`src/mamd_regs.vh`:
```
`ifndef MAMD_REGS_VH
`define MAMD_REGS_VH
// ****************************************
// Register offsets
// ****************************************
`define MAMD_OFS_SP 8'h81
`define MAMD_OFS_DP0L 8'h82
`define MAMD_OFS_DP0H 8'h83
`define MAMD_OFS_DP1L 8'h84
`define MAMD_OFS_DP1H 8'h85
`define MAMD_OFS_P4FC 8'h92
`define MAMD_OFS_DP0X 8'h93
`define MAMD_OFS_DP1X 8'h95
`define MAMD_OFS_SPX 8'h9b
`define MAMD_OFS_PAGE 8'h9c
`define MAMD_OFS_P2 8'ha0
`define MAMD_OFS_MEMORY_CONTROL 8'hc6
`define MAMD_OFS_IAX 8'hea
`define MAMD_OFS_ADDRESS_CONTROL 8'h9d
// ****************************************
// Reset values and fields
// ****************************************
`define MAMD_RST_P4FC 8'h3f
`define MAMD_RST_ZERO 8'h00
`define MAMD_RST_P2 8'hff
`define MAMD_RST_SP 8'h07
`define MAMD_ADDRESS_CONTROL_SA 2
`define MAMD_MEMORY_CONTROL_CMA 5
`define MAMD_ADDRESS_CONTROL_AM 1:0
`define MAMD_MEMORY_CONTROL_IDM 7:6
`define MAMD_MEMORY_CONTROL_COMB 3:0
`define MAMD_AM_16 2'b00
`define MAMD_AM_PAGED 2'b01
`define MAMD_AM_CONTIG 2'b10
`define MAMD_IDM_HIGH64K 2'b00
`define MAMD_IDM_LOW 2'b01
`define MAMD_IDM_4M 2'b10
`define MAMD_IDM_SHARED 2'b11
// ****************************************
// Access kinds and map bases
// ****************************************
`define MAMD_K_FETCH 3'h0
`define MAMD_K_MOVC 3'h1
`define MAMD_K_DP0 3'h2
`define MAMD_K_DP1 3'h3
`define MAMD_K_IND 3'h4
`define MAMD_K_STACK 3'h5
`define MAMD_SRAM_HI 12'h00f
`define MAMD_SRAM_LO 12'h000
`define MAMD_SRAM_4M 12'h400
`define MAMD_CAN_LO 15'h0077
`define MAMD_CAN_4M 15'h2008
`define MAMD_EXTRA_CYC_DP 2'h1
`endif

```
`src/mamd_ce_decode.v`:
```
`timescale 1ns/100ps
// ****************************************
// Chip enable block decoder
// ****************************************
module mamd_ce_decode (
   input wire [2:0] upper_fn_i,
   input wire [21:0] addr_i,
   output reg [1:0] sel_o,
   output reg in_range_o
);
   always @* begin
      case (upper_fn_i)
         3'h4: begin
            sel_o = addr_i[18:17];
            in_range_o = ~|addr_i[21:19];
         end
         3'h5: begin
            sel_o = addr_i[19:18];
            in_range_o = ~|addr_i[21:20];
         end
         3'h6: begin
            sel_o = addr_i[20:19];
            in_range_o = ~addr_i[21];
         end
         3'h7: begin
            sel_o = addr_i[21:20];
            in_range_o = 1'b1;
         end
         default: begin
            sel_o = addr_i[16:15];
            in_range_o = ~|addr_i[21:17];
         end
      endcase
   end
endmodule // mamd_ce_decode

```
`src/mamd_pin_mask.v`:
```
`timescale 1ns/100ps
// ****************************************
// Port 4 nibble function mask
// ****************************************
module mamd_pin_mask (
   input wire [2:0] fn_i,
   output reg [3:0] mask_o
);
   always @* begin
      case (fn_i)
         3'h4: mask_o = 4'h1;
         3'h5: mask_o = 4'h3;
         3'h6: mask_o = 4'h7;
         3'h7: mask_o = 4'hf;
         default: mask_o = 4'h0;
      endcase
   end
endmodule // mamd_pin_mask

```
`src/mamd_map_decoder.v`:
```
// Decided for this implementation: the plain strobed port.
`timescale 1ns/100ps
`include "mamd_regs.vh"
module mamd_map_decoder (
   input wire clk_sys_i,
   input wire rst_i,
   input wire [7:0] reg_addr_i,
   input wire [7:0] reg_wdata_i,
   input wire reg_wr_i,
   input wire reg_rd_i,
   output reg [7:0] reg_rdata_o,
   input wire acc_req_i,
   input wire [2:0] acc_kind_i,
   input wire acc_write_i,
   input wire acc_irq_vec_i,
   input wire [21:0] pc_i,
   input wire [7:0] indirect_register_i,
   input wire [7:0] wdata_i,
   input wire demux_i,
   output reg [22:0] addr_o,
   output reg int_sram_o,
   output reg int_can_o,
   output reg ext_o,
   output reg [7:0] port0_o,
   output reg port0_oe_o,
   output reg [7:0] port1_o,
   output reg [7:0] port2_o,
   output reg [7:0] port4_o,
   output wire [7:0] port4_fn_o,
   output reg [3:0] peripheral_enables_n_o,
   output reg wr_n_o,
   output reg rd_n_o,
   output reg program_store_strobe_n_o,
   output wire [1:0] extra_cycles_o,
   output wire wide_pc_o,
   output wire [9:0] stack_sram_addr_o
);
// ****************************************
// Registers
// ****************************************
   reg [7:0] stack_pointer_low_q;
   reg [7:0] pointer0_low_byte_q;
   reg [7:0] pointer0_high_byte_q;
   reg [7:0] pointer1_low_byte_q;
   reg [7:0] pointer1_high_byte_q;
   reg [7:0] port4_function_control_q;
   reg [7:0] pointer0_extension_byte_q;
   reg [7:0] pointer1_extension_byte_q;
   reg [7:0] stack_pointer_extension_q;
   reg [7:0] program_page_register_q;
   reg [7:0] port2_latch_q;
   reg [7:0] memory_control_q;
   reg [7:0] indirect_access_extension_q;
   reg [7:0] address_control_q;
   reg [7:0] rdata_d;
   wire [1:0] address_mode;
   wire [1:0] internal_map;
   wire stack_address_mode;
   wire message_area_select;
   wire [3:0] combine_enable_bits;
   assign address_mode = address_control_q[`MAMD_ADDRESS_CONTROL_AM];
   assign stack_address_mode = address_control_q[`MAMD_ADDRESS_CONTROL_SA];
   assign internal_map = memory_control_q[`MAMD_MEMORY_CONTROL_IDM];
   assign message_area_select = memory_control_q[`MAMD_MEMORY_CONTROL_CMA];
   assign combine_enable_bits = memory_control_q[`MAMD_MEMORY_CONTROL_COMB];
   assign port4_fn_o = port4_function_control_q;

   always @(posedge clk_sys_i) begin
      if (rst_i) begin
         stack_pointer_low_q <= `MAMD_RST_SP;
         pointer0_low_byte_q <= `MAMD_RST_ZERO;
         pointer0_high_byte_q <= `MAMD_RST_ZERO;
         pointer1_low_byte_q <= `MAMD_RST_ZERO;
         pointer1_high_byte_q <= `MAMD_RST_ZERO;
         port4_function_control_q <= `MAMD_RST_P4FC;
         pointer0_extension_byte_q <= `MAMD_RST_ZERO;
         pointer1_extension_byte_q <= `MAMD_RST_ZERO;
         stack_pointer_extension_q <= `MAMD_RST_ZERO;
         program_page_register_q <= `MAMD_RST_ZERO;
         port2_latch_q <= `MAMD_RST_P2;
         memory_control_q <= `MAMD_RST_ZERO;
         address_control_q <= `MAMD_RST_ZERO;
         indirect_access_extension_q <= `MAMD_RST_ZERO;
      end else if (reg_wr_i) begin
         case (reg_addr_i)
            `MAMD_OFS_SP: stack_pointer_low_q <= reg_wdata_i;
            `MAMD_OFS_DP0L: pointer0_low_byte_q <= reg_wdata_i;
            `MAMD_OFS_DP0H: pointer0_high_byte_q <= reg_wdata_i;
            `MAMD_OFS_DP1L: pointer1_low_byte_q <= reg_wdata_i;
            `MAMD_OFS_DP1H: pointer1_high_byte_q <= reg_wdata_i;
            `MAMD_OFS_P4FC: port4_function_control_q <= reg_wdata_i;
            `MAMD_OFS_DP0X: pointer0_extension_byte_q <= reg_wdata_i;
            `MAMD_OFS_DP1X: pointer1_extension_byte_q <= reg_wdata_i;
            `MAMD_OFS_SPX: stack_pointer_extension_q <= reg_wdata_i;
            `MAMD_OFS_PAGE: program_page_register_q <= reg_wdata_i;
            `MAMD_OFS_P2: port2_latch_q <= reg_wdata_i;
            `MAMD_OFS_MEMORY_CONTROL: begin
               memory_control_q <= reg_wdata_i;
               // Shared mode forbids the wide stack, so it drops here.
               if (reg_wdata_i[`MAMD_MEMORY_CONTROL_IDM] == `MAMD_IDM_SHARED) begin
                  address_control_q[`MAMD_ADDRESS_CONTROL_SA] <= 1'b0;
               end
            end
            `MAMD_OFS_ADDRESS_CONTROL: begin
               address_control_q <= {5'h00,
                  reg_wdata_i[`MAMD_ADDRESS_CONTROL_SA] &
                  (internal_map != `MAMD_IDM_SHARED),
                  reg_wdata_i[`MAMD_ADDRESS_CONTROL_AM]};
            end
            `MAMD_OFS_IAX: indirect_access_extension_q <= reg_wdata_i;
            default: begin
            end
         endcase
      end
   end

// ****************************************
// Register read port
// ****************************************
   always @* begin
      case (reg_addr_i)
         `MAMD_OFS_SP: rdata_d = stack_pointer_low_q;
         `MAMD_OFS_DP0L: rdata_d = pointer0_low_byte_q;
         `MAMD_OFS_DP0H: rdata_d = pointer0_high_byte_q;
         `MAMD_OFS_DP1L: rdata_d = pointer1_low_byte_q;
         `MAMD_OFS_DP1H: rdata_d = pointer1_high_byte_q;
         `MAMD_OFS_P4FC: rdata_d = port4_function_control_q;
         `MAMD_OFS_DP0X: rdata_d = pointer0_extension_byte_q;
         `MAMD_OFS_DP1X: rdata_d = pointer1_extension_byte_q;
         `MAMD_OFS_SPX: rdata_d = stack_pointer_extension_q;
         `MAMD_OFS_PAGE: rdata_d = program_page_register_q;
         `MAMD_OFS_P2: rdata_d = port2_latch_q;
         `MAMD_OFS_MEMORY_CONTROL: rdata_d = memory_control_q;
         `MAMD_OFS_ADDRESS_CONTROL: rdata_d = address_control_q;
         `MAMD_OFS_IAX: rdata_d = indirect_access_extension_q;
         default: rdata_d = 8'h00;
      endcase
   end

   always @(posedge clk_sys_i) begin
      if (rst_i) begin
         reg_rdata_o <= 8'h00;
      end else begin
         reg_rdata_o <= reg_rd_i ? rdata_d : 8'h00;
      end
   end

// ****************************************
// Bus mode synchroniser
// ****************************************
   // The bus mode comes from a board strap, so two flops guard against
   // metastability; a change takes effect two cycles late.
   reg demux_meta_q;
   reg demux_q;
   always @(posedge clk_sys_i) begin
      if (rst_i) begin
         demux_meta_q <= 1'b0;
         demux_q <= 1'b0;
      end else begin
         demux_meta_q <= demux_i;
         demux_q <= demux_meta_q;
      end
   end

// ****************************************
// Address generation
// ****************************************
   // The program counter is only 22 bits wide, so contiguous fetches never
   // reach the SRAM mapped above 4MB; paged fetches reach it by the page, in the shared map only.
   reg [23:0] full_addr;
   reg is_program;
   always @* begin
      is_program = 1'b0;
      full_addr = 24'h000000;
      case (acc_kind_i)
         `MAMD_K_FETCH, `MAMD_K_MOVC: begin
            is_program = 1'b1;
            if (address_mode == `MAMD_AM_PAGED) begin
               full_addr = {program_page_register_q, pc_i[15:0]};
               if (acc_irq_vec_i) begin
                  full_addr = {16'h0000, pc_i[7:0]};
               end
            end else if (address_mode == `MAMD_AM_CONTIG) begin
               full_addr = {2'b00, pc_i};
            end else begin
               full_addr = {8'h00, pc_i[15:0]};
            end
         end
         `MAMD_K_DP0: full_addr = {pointer0_extension_byte_q,
            pointer0_high_byte_q, pointer0_low_byte_q};
         `MAMD_K_DP1: full_addr = {pointer1_extension_byte_q,
            pointer1_high_byte_q, pointer1_low_byte_q};
         `MAMD_K_IND: full_addr = {indirect_access_extension_q,
            port2_latch_q, indirect_register_i};
         `MAMD_K_STACK: full_addr = {14'h0000,
            stack_pointer_extension_q[1:0], stack_pointer_low_q};
         default: full_addr = 24'h000000;
      endcase
      if (address_mode == `MAMD_AM_16) begin
         full_addr[23:16] = 8'h00;
      end
   end

// ****************************************
// Internal map decode
// ****************************************
   wire [22:0] a23;
   reg hit_sram;
   reg hit_can;
   assign a23 = full_addr[22:0];
   always @* begin
      hit_sram = 1'b0;
      // Stack traffic never leaves the chip, even with the wide stack off.
      if (acc_kind_i == `MAMD_K_STACK) begin
         hit_sram = 1'b1;
      end else if (internal_map == `MAMD_IDM_SHARED) begin
         hit_sram = ({1'b0, a23[22:12]} ==
            `MAMD_SRAM_4M);
      end else if (!is_program) begin
         case (internal_map)
            `MAMD_IDM_HIGH64K:
               hit_sram = ({1'b0, a23[22:12]} == `MAMD_SRAM_HI);
            `MAMD_IDM_LOW:
               hit_sram = ({1'b0, a23[22:12]} == `MAMD_SRAM_LO);
            default:
               hit_sram = ({1'b0, a23[22:12]} == `MAMD_SRAM_4M);
         endcase
      end
      hit_can = !is_program && (message_area_select ?
         ({1'b0, a23[22:9]} == `MAMD_CAN_4M) :
         ({1'b0, a23[22:9]} == `MAMD_CAN_LO));
   end

// ****************************************
// External enables and pins
// ****************************************
   wire [1:0] ce_sel;
   wire ce_in_range;
   wire [3:0] lo_mask;
   wire [3:0] hi_mask;
   mamd_ce_decode u_ce (
      .upper_fn_i(port4_function_control_q[5:3]),
      .addr_i(a23[21:0]),
      .sel_o(ce_sel),
      .in_range_o(ce_in_range)
   );
   mamd_pin_mask u_lo (
      .fn_i(port4_function_control_q[2:0]),
      .mask_o(lo_mask)
   );
   mamd_pin_mask u_hi (
      .fn_i(port4_function_control_q[5:3]),
      .mask_o(hi_mask)
   );

   // A combined block answers data accesses through its chip enable, reads under the program store strobe and writes under the write strobe.
   reg [3:0] ce_onehot;
   reg combined;
   reg go_ext;
   always @* begin
      ce_onehot = 4'h0;
      ce_onehot[ce_sel] = ce_in_range;
      combined = |(ce_onehot & combine_enable_bits);
      go_ext = acc_req_i & ~hit_sram & ~hit_can & ~a23[22];
   end

// ****************************************
// Output registers
// ****************************************
   // Every pin value is registered so the pads never see decode glitches.
   always @(posedge clk_sys_i) begin
      if (rst_i) begin
         addr_o <= 23'h000000;
         int_sram_o <= 1'b0;
         int_can_o <= 1'b0;
         ext_o <= 1'b0;
         port0_o <= 8'h00;
         port0_oe_o <= 1'b0;
         port1_o <= 8'h00;
         port2_o <= `MAMD_RST_P2;
         port4_o <= 8'hff;
         peripheral_enables_n_o <= 4'hf;
         wr_n_o <= 1'b1;
         rd_n_o <= 1'b1;
         program_store_strobe_n_o <= 1'b1;
      end else begin
         addr_o <= a23;
         int_sram_o <= acc_req_i & hit_sram;
         int_can_o <= acc_req_i & hit_can & ~hit_sram;
         ext_o <= go_ext;
         port2_o <= go_ext ? a23[15:8] : port2_latch_q;
         port1_o <= a23[7:0];
         port0_o <= (demux_q || (go_ext && acc_write_i)) ?
            wdata_i : a23[7:0];
         port0_oe_o <= go_ext & (~demux_q | acc_write_i);
         // Bits above 19 have no pins; the block decode still uses them.
         // Unused pin functions idle high, like a released port pin.
         port4_o[7:4] <= (go_ext ? a23[19:16] : 4'h0) | ~hi_mask;
         port4_o[3:0] <= ~(go_ext & (is_program | combined) ?
            ce_onehot & lo_mask : 4'h0);
         peripheral_enables_n_o <= ~(go_ext & ~is_program & ~combined ?
            ce_onehot : 4'h0);
         wr_n_o <= ~(go_ext & ~is_program & acc_write_i);
         rd_n_o <= ~(go_ext & ~is_program & ~acc_write_i & ~combined);
         program_store_strobe_n_o <= ~(go_ext & (is_program |
            (combined & ~acc_write_i)));
      end
   end

// ****************************************
// Timing hints for the core
// ****************************************
   // Bit 0 flags paged-mode call/return/interrupt stretch, bit 1 pointer inc.
   assign extra_cycles_o = {address_mode == `MAMD_AM_CONTIG,
      address_mode == `MAMD_AM_PAGED};
   assign wide_pc_o = (address_mode == `MAMD_AM_CONTIG);
   assign stack_sram_addr_o = {stack_pointer_extension_q[1:0],
      stack_pointer_low_q};
endmodule // mamd_map_decoder

```
`config.mk`:
```
export PLATFORM = sky130hd
export DESIGN_NAME = mamd_map_decoder
export DESIGN_NICKNAME = d
export VERILOG_FILES = /design/src/mamd_ce_decode.v /design/src/mamd_pin_mask.v /design/src/mamd_map_decoder.v
export VERILOG_INCLUDE_DIRS = /design/src
export SDC_FILE = /design/constraint.sdc
export NUM_CORES = 1
export LEC_CHECK = 0
export ABC_AREA = 1
export BUFFER_PORTS_ARGS = -buffer_cell sky130_fd_sc_hd__buf_4
export CAP_MARGIN = 10
export CORE_MARGIN = 2
export CORE_UTILIZATION = 55
export DETAILED_ROUTE_END_ITERATION = 8
export PLACE_DENSITY = 0.8
export SYNTH_ARGS = -nofsm -noshare
export SYNTH_HDL_FRONTEND = slang
export SYNTH_SLANG_ARGS = --single-unit
```
`constraint.sdc`:
```
create_clock -name clk_sys_i -period 4.6 [get_ports clk_sys_i]
set_input_delay 0.69 -clock clk_sys_i [delete_from_list [all_inputs] [get_ports clk_sys_i]]
set_output_delay 0.69 -clock clk_sys_i [all_outputs]
set_load 0.01 [all_outputs]
```
Word level (Yosys, flattened, before mapping)
Index checks and enable logic that the tools add are counted.

cells by class
  magnitude comparators = 2
  eq/ne operators = 38
  bitwise logic cells = 38
  reduce and logical (&&, ||, !) cells = 34
  multiplexer cells = 25

operator list
  cell                                                              count
  23-bit case mux with 5 select lines                               1
  8-bit == test, second input constant                              14
  8-bit case mux with 14 select lines                               1
  23-bit 2-to-1 mux                                                 2
  4-bit case mux with 4 select lines                                2
  3-bit == test, second input constant                              10
  2-bit AND reduction                                               14
  22-bit 2-to-1 mux                                                 1
  1-bit AND                                                         16
  8-bit 2-to-1 mux                                                  2
  14-bit == test, second input constant                             1
  14-bit by 7-bit == test with 1-bit output, second input constant  1
  4-bit AND                                                         3
  4-bit 2-to-1 mux                                                  3
  1-bit NOT                                                         12
  4-bit NOT                                                         3
  11-bit == test, second input constant                             1
  11-bit by 4-bit == test with 1-bit output, second input constant  1
  11-bit zero test                                                  1
  2-bit case mux with 4 select lines                                1
  1-bit 2-to-1 mux                                                  7
  7-bit 2-to-1 mux                                                  1
  2-bit == test, second input constant                              3
  3-bit by 2-bit == test with 1-bit output, second input constant   2
  21 further kinds                                                  34

storage, ports and cells
  bits of input ports = 65
  output and inout port bits = 95
  logic and storage cells = 168
  flip-flop bits (word level) = 183

Logic depth before layout (Yosys ltp)
  word-level depth = 18
  mapped depth = 21
  mapped depth without buffers = 19

Cells and area by module
A second synthesis with hierarchy kept.

unflattened totals
  cell total of the unflattened synthesis = 1174
  area, all modules = 8282.9 um2

modules (own cells, without submodules)
  module            cells each  times used  seq. area each (um2)  area an instance (um2)
  mamd_map_decoder  1119        1           3503.4                8023.9
  mamd_ce_decode    41          1           0.0                   196.4
  mamd_pin_mask     7           2           0.0                   31.3

Worst setup path before layout
OpenSTA, ideal clock, no wires.

  path type = input to register
  start point = input port acc_kind_i[0]
  end point = register port0_o[1]
  setup time = 0.111 ns
  path buffers = 3
  slack = 2.136 ns
  required time = 4.489 ns
  data arrival time = 2.353 ns
  cell stages on the path = 19
  path through = buf_6 inv_2 nand3_2 buf_4 nor2_2 nor3_2 nand2_1 nand2_1 nand2_1 nor2_1 nand3_1 nand3_1 nor2_2 buf_6 nand2_8 nand2_4 inv_4 nor2_2 nor2_1

on the way
  longest elaborated chain between the ends = 16
  elaborated cells on any way between the ends = 31
  those cells by class = eq/ne: 9; mux: 9; bitwise: 6; reduce/logical: 7

RTL lines
  what                                                                         line                    RTL
  start, declared                                                              mamd_map_decoder.v:13   input wire [2:0] acc_kind_i,
  3-bit by 1-bit == test with 1-bit output or 3-bit zero test (tied branches)  mamd_map_decoder.v:175  case (acc_kind_i)
  2-bit OR reduction                                                           mamd_map_decoder.v:175
  23-bit case mux with 5 select lines                                          mamd_map_decoder.v:175
  7-bit 2-to-1 mux                                                             mamd_map_decoder.v:199  if (address_mode == `MAMD_AM_16) begin
  11-bit == test (no line), or another cell as far along                       -
  1-bit case mux with 2 select lines                                           mamd_map_decoder.v:220  case (internal_map)
  1-bit 2-to-1 mux                                                             mamd_map_decoder.v:219  end else if (!is_program) begin
  1-bit 2-to-1 mux                                                             mamd_map_decoder.v:216  end else if (internal_map == `MAMD_IDM_SHARED) begin
  1-bit 2-to-1 mux                                                             mamd_map_decoder.v:214  if (acc_kind_i == `MAMD_K_STACK) begin
  1-bit NOT                                                                    mamd_map_decoder.v:264  go_ext = acc_req_i & ~hit_sram & ~hit_can & ~a23[22];
  1-bit AND (3 in series)                                                      mamd_map_decoder.v:264
  1-bit logical AND                                                            mamd_map_decoder.v:293  port0_o <= (demux_q || (go_ext && acc_write_i)) ?
  1-bit logical OR                                                             mamd_map_decoder.v:293
  8-bit 2-to-1 mux *                                                           mamd_map_decoder.v:293
  end signal, assigned                                                         mamd_map_decoder.v:293
  end, declared                                                                mamd_map_decoder.v:24   output reg [7:0] port0_o,

Every way passes the cells marked *; elsewhere a longest branch is shown, timed or not.
A chain may end at the register's enable or synchronous reset.

Worst setup path in the final report
  start point = input port acc_kind_i[2]
  end point = register peripheral_enables_n_o[2]

on the way
  longest elaborated chain between the ends = 17
  elaborated cells on any way between the ends = 51
  those cells by class = order compare: 2; eq/ne: 9; mux: 13; bitwise: 14; reduce/logical: 13

RTL lines
  what                                                                                                    line                    RTL
  parallel branches: the longest is 15 deep, another holds 2-bit by 3-bit < comparator with 1-bit output  -
  4-bit 2-to-1 mux *                                                                                      mamd_map_decoder.v:301  peripheral_enables_n_o <= ~(go_ext & ~is_program & ~combined ?
  4-bit NOT *                                                                                             mamd_map_decoder.v:301
  end signal, assigned                                                                                    mamd_map_decoder.v:301
  end, declared                                                                                           mamd_map_decoder.v:30   output reg [3:0] peripheral_enables_n_o,

Every way passes the cells marked *.

==> results.md <==
- Worst r2r path cells: 16
- Post-CTS Setup Bufs: 0
- Crit path top cell by count: nor2_1
- Power per cell area: 334.1 nW/um^2
- Number of routed nets with antenna violations: 0
- Layout Utilization: 0.6789
- Post-Synth XOR/XNOR Area: 0
- Worst-path maximum fanout: 17
- CTS Buf Count: 17
- Final Hold Viols: 0
- Largest net degree at the start of global routing: 77
- Adder-cell share of the synthesized area: 0
- CP max stage delay: 0.38 ns
- Die extent in y: ~120 um
- Top Ports: 160
- Family with the most delay on the worst path: simple AND/OR/NAND/NOR gates
- CP max-delay cell: nand3_2
- Reg2reg setup slack: 1.77 ns
- Number of synthesized register bits: 175
- Seq/Total Area, Yosys: 0.4376
- Final setup viols: 0
- Initial antenna violation count: 0
- Slew margin rel.: 0.4115
- First-pass GRT wire length: 42.48 mm
- Max Slew Vio Count: 0
- Largest buffer count on any clock path: 2
- FFs w/ async S/R, synth: 0
- Worst Path Required: 4.92 ns
- Mux contribution to synthesized area: 0
- Share of layout cells above drive strength 1: 0.1812
- Worst path depth: 16
- Worst setup SP type: input port
- Average size of a mapped cell: 7.141 um^2
- PortBufs: 159
- Syn Inst Count: 1,121
- Total die area: 15,540 um^2
- Post-synthesis simple-gate area fraction: 0.2393
- Ant. Diodes: 0
- Vias: 8,436
- Footprint of the multi-input gates: 3669 um^2
- Crit end category: flip-flop
- Reg area: 3503 um^2
- Global router's overall resource usage: 0.3514
- Gp weighted congestion: 0.9870
- Cts hold-fix bufs: 0
- Clock Latency Late Sink: around 0.45 ns
- 1st-iter DRT viols: 1,167
- Highest Clock Rate: 339.4 MHz
- Number of flops mapped to enable cells by yosys: 0
- Unique masters post-synth: 41
- Synth Flop Type: dfxtp_1
- Rows: between 40 and 50
- Avg WL per Cell: 19.14 um
- Core box area: 14,370 um^2
- Final setup TNS: 0 ns
- Area Growth Syn to Fin: 21.87%
- Vias in the first global route: 7,636
- Worst slew pin tran: 0.8795 ns
- Drt drc: 0
- FILL cells: 1,271
- Clk root buf: clkbuf_16
- RSZ-0062 raised after global routing: false
- DRT Wirelength: 27.61 mm
- Peak supply drop: 260.6 uV
- WHS: around 0.44 ns
- Post-CTS resize count: 0
- CP Cell Sequence: buf_4, inv_2, nand3_2, nor2_1, nor2_1, nand2_1, nand2_1, nand2_1, nor2_1, nand3_1, nand3_1, nor2_2, buf_4, inv_1, nor2_1, nand3b_1
- Largest family of logic cells by synthesized area: simple AND/OR/NAND/NOR gates
- TritonCTS clock tree: done
- MaxCap Viol Count: 0
- Period utilization: 0.6405
- P_leak: 4.131 nW
- Synth Area in Compound Gates: 0.2190
- DP HPWL: around 20 mm
- Critical path class: in2reg
- Mapped cell area: approximately 8000 um^2
- Clock sink count: between 150 and 200
- Pre-antenna DRT Iters: 8
- Yosys Warn Count: 0
- Initial core utilization: 0.5571
- Via/cell ratio: 5.850
- Synthesized Nets: 1,186
- Fin crit period: 2.946 ns
- Clk_skew: between 0.01 and 0.015 ns
- DIE WIDTH: 124.6 um
- NumNets Final: 1,310
- Hold path depth: 2
- Critical Path AT: between 3 and 4 ns
- Sum of buffers and inverters on the critical path: 4
- Htree depth: 4
- Worst Hold Class: reg2reg
- Grt total ovfl: 0
- Status: finished clean
- Worst-path clk slew: 0.08 ns
[where the power goes]
group,total (mW),internal [mW],switching (mW)
logic,0.290,0.107,0.183
registers,1.55,1.54,0.00890
clock network,1.42,0.735,0.686
[cell type report]
cell class / instances / area share
Clock inverter: 14 / 0.01475
Sequential cell: 175 / 0.3591
Clock buffer: 18 / 0.04502
Multi-Input combinational cell: 744 / 0.3760
Tap cell: 184 / 0.02360
Timing Repair Buffer: 164 / 0.1262
Inverter: 143 / 0.05528
[synthesized netlist by cell type (all sizes together), types with 6 or more instances]
master / n / area, um^2
nand2: 170 / 661.9
clkbuf: 33 / 123.9
a211oi: 15 / 112.6
nor3: 13 / 75.07
dfxtp: 175 / 3503
inv: 141 / 531.8
nand3: 74 / 385.4
nand4: 23 / 143.9
a21oi: 105 / 525.5
nor2: 144 / 575.6
a221oi: 11 / 96.34
o21ai: 124 / 620.6
o211ai: 11 / 82.58
o221ai: 6 / 52.55
buf: 26 / 170.2
o22ai: 25 / 156.4
[worst paths after layout]
path | from | end
hold / removal | demux_meta_q$_SDFF_PP0_ | demux_q$_SDFF_PP0_
setup / recovery | acc_kind_i[2] | peripheral_enables_n_o[2]$_SDFF_PP1_
hold reg to reg | demux_meta_q$_SDFF_PP0_ | demux_q$_SDFF_PP0_
setup reg to reg | address_control_q[1]$_SDFFE_PP0P_ | peripheral_enables_n_o[2]$_SDFF_PP1_
[registers in the layout (all words and copies together) (netlist names), 3 cells and up]
register	flops
port4_fn_o	8
indirect_access_extension_q	8
peripheral_enables_n_o	4
port2_o	8
pointer0_high_byte_q	8
memory_control_q	8
pointer0_low_byte_q	8
reg_rdata_o	8
stack_pointer_low_q	8
pointer0_extension_byte_q	8
port4_o	8
stack_pointer_extension_q	8
addr_o	23
port0_o	8
program_page_register_q	8
port2_latch_q	8
address_control_q	3
pointer1_high_byte_q	8
pointer1_low_byte_q	8
pointer1_extension_byte_q	8
[stage by stage]
step,instance area (um^2),total power [mW],setup slack [ns],std cells
finish,9756,3.260,1.654,1442
global route,9756,3.358,1.300,1442
CTS,9756,3.256,1.676,1442
detailed placement,9173,1.868,1.258,1410
global placement,9173,1.865,1.328,1410
floorplan,8005,1.735,2.136,1121
[worst reg2reg max path, cell delays in order, from the launching register on]
cell      delay, ns
dfxtp_1        0.36
inv_1          0.21
nand3_2        0.26
nand3_1        0.17
nand2_1        0.06
nor2_1         0.28
nand2_1        0.12
nor2_2         0.15
o21ai_1        0.09
nand2_1        0.06
nand3_1        0.09
nand3_1        0.12
nor2_2         0.04
buf_4          0.18
inv_1          0.32
nor2_1         0.15
nand3b_1       0.12
[per-layer routing]
layer | part of all wire | global-route usage
met1 | 0.41 | 0.4787
met2 | 0.43 | 0.5156
met3 | 0.11 | 0.09107
met4 | 0.044 | 0.1778
met5 | 0 | 0
[cells in the final DEF, fill, tap and decap left out, drive strengths merged, types with 13 or more instances in the layout]
cell type / instances
inv: 148
dfxtp: 175
nor2: 144
o22ai: 25
a21oi: 105
buf: 164
nand4: 23
nand2: 170
clkbuf: 18
nand3: 74
o21ai: 124
a211oi: 15
nor3: 13
[kinds of logic after synthesis]
group	after synthesis
AO/OA/AOI/OAI	309
buffers and inverters	202
flip-flops	175
AND/OR/NAND/NOR	435
No activity file was read; power rests on OpenSTA's default activity.
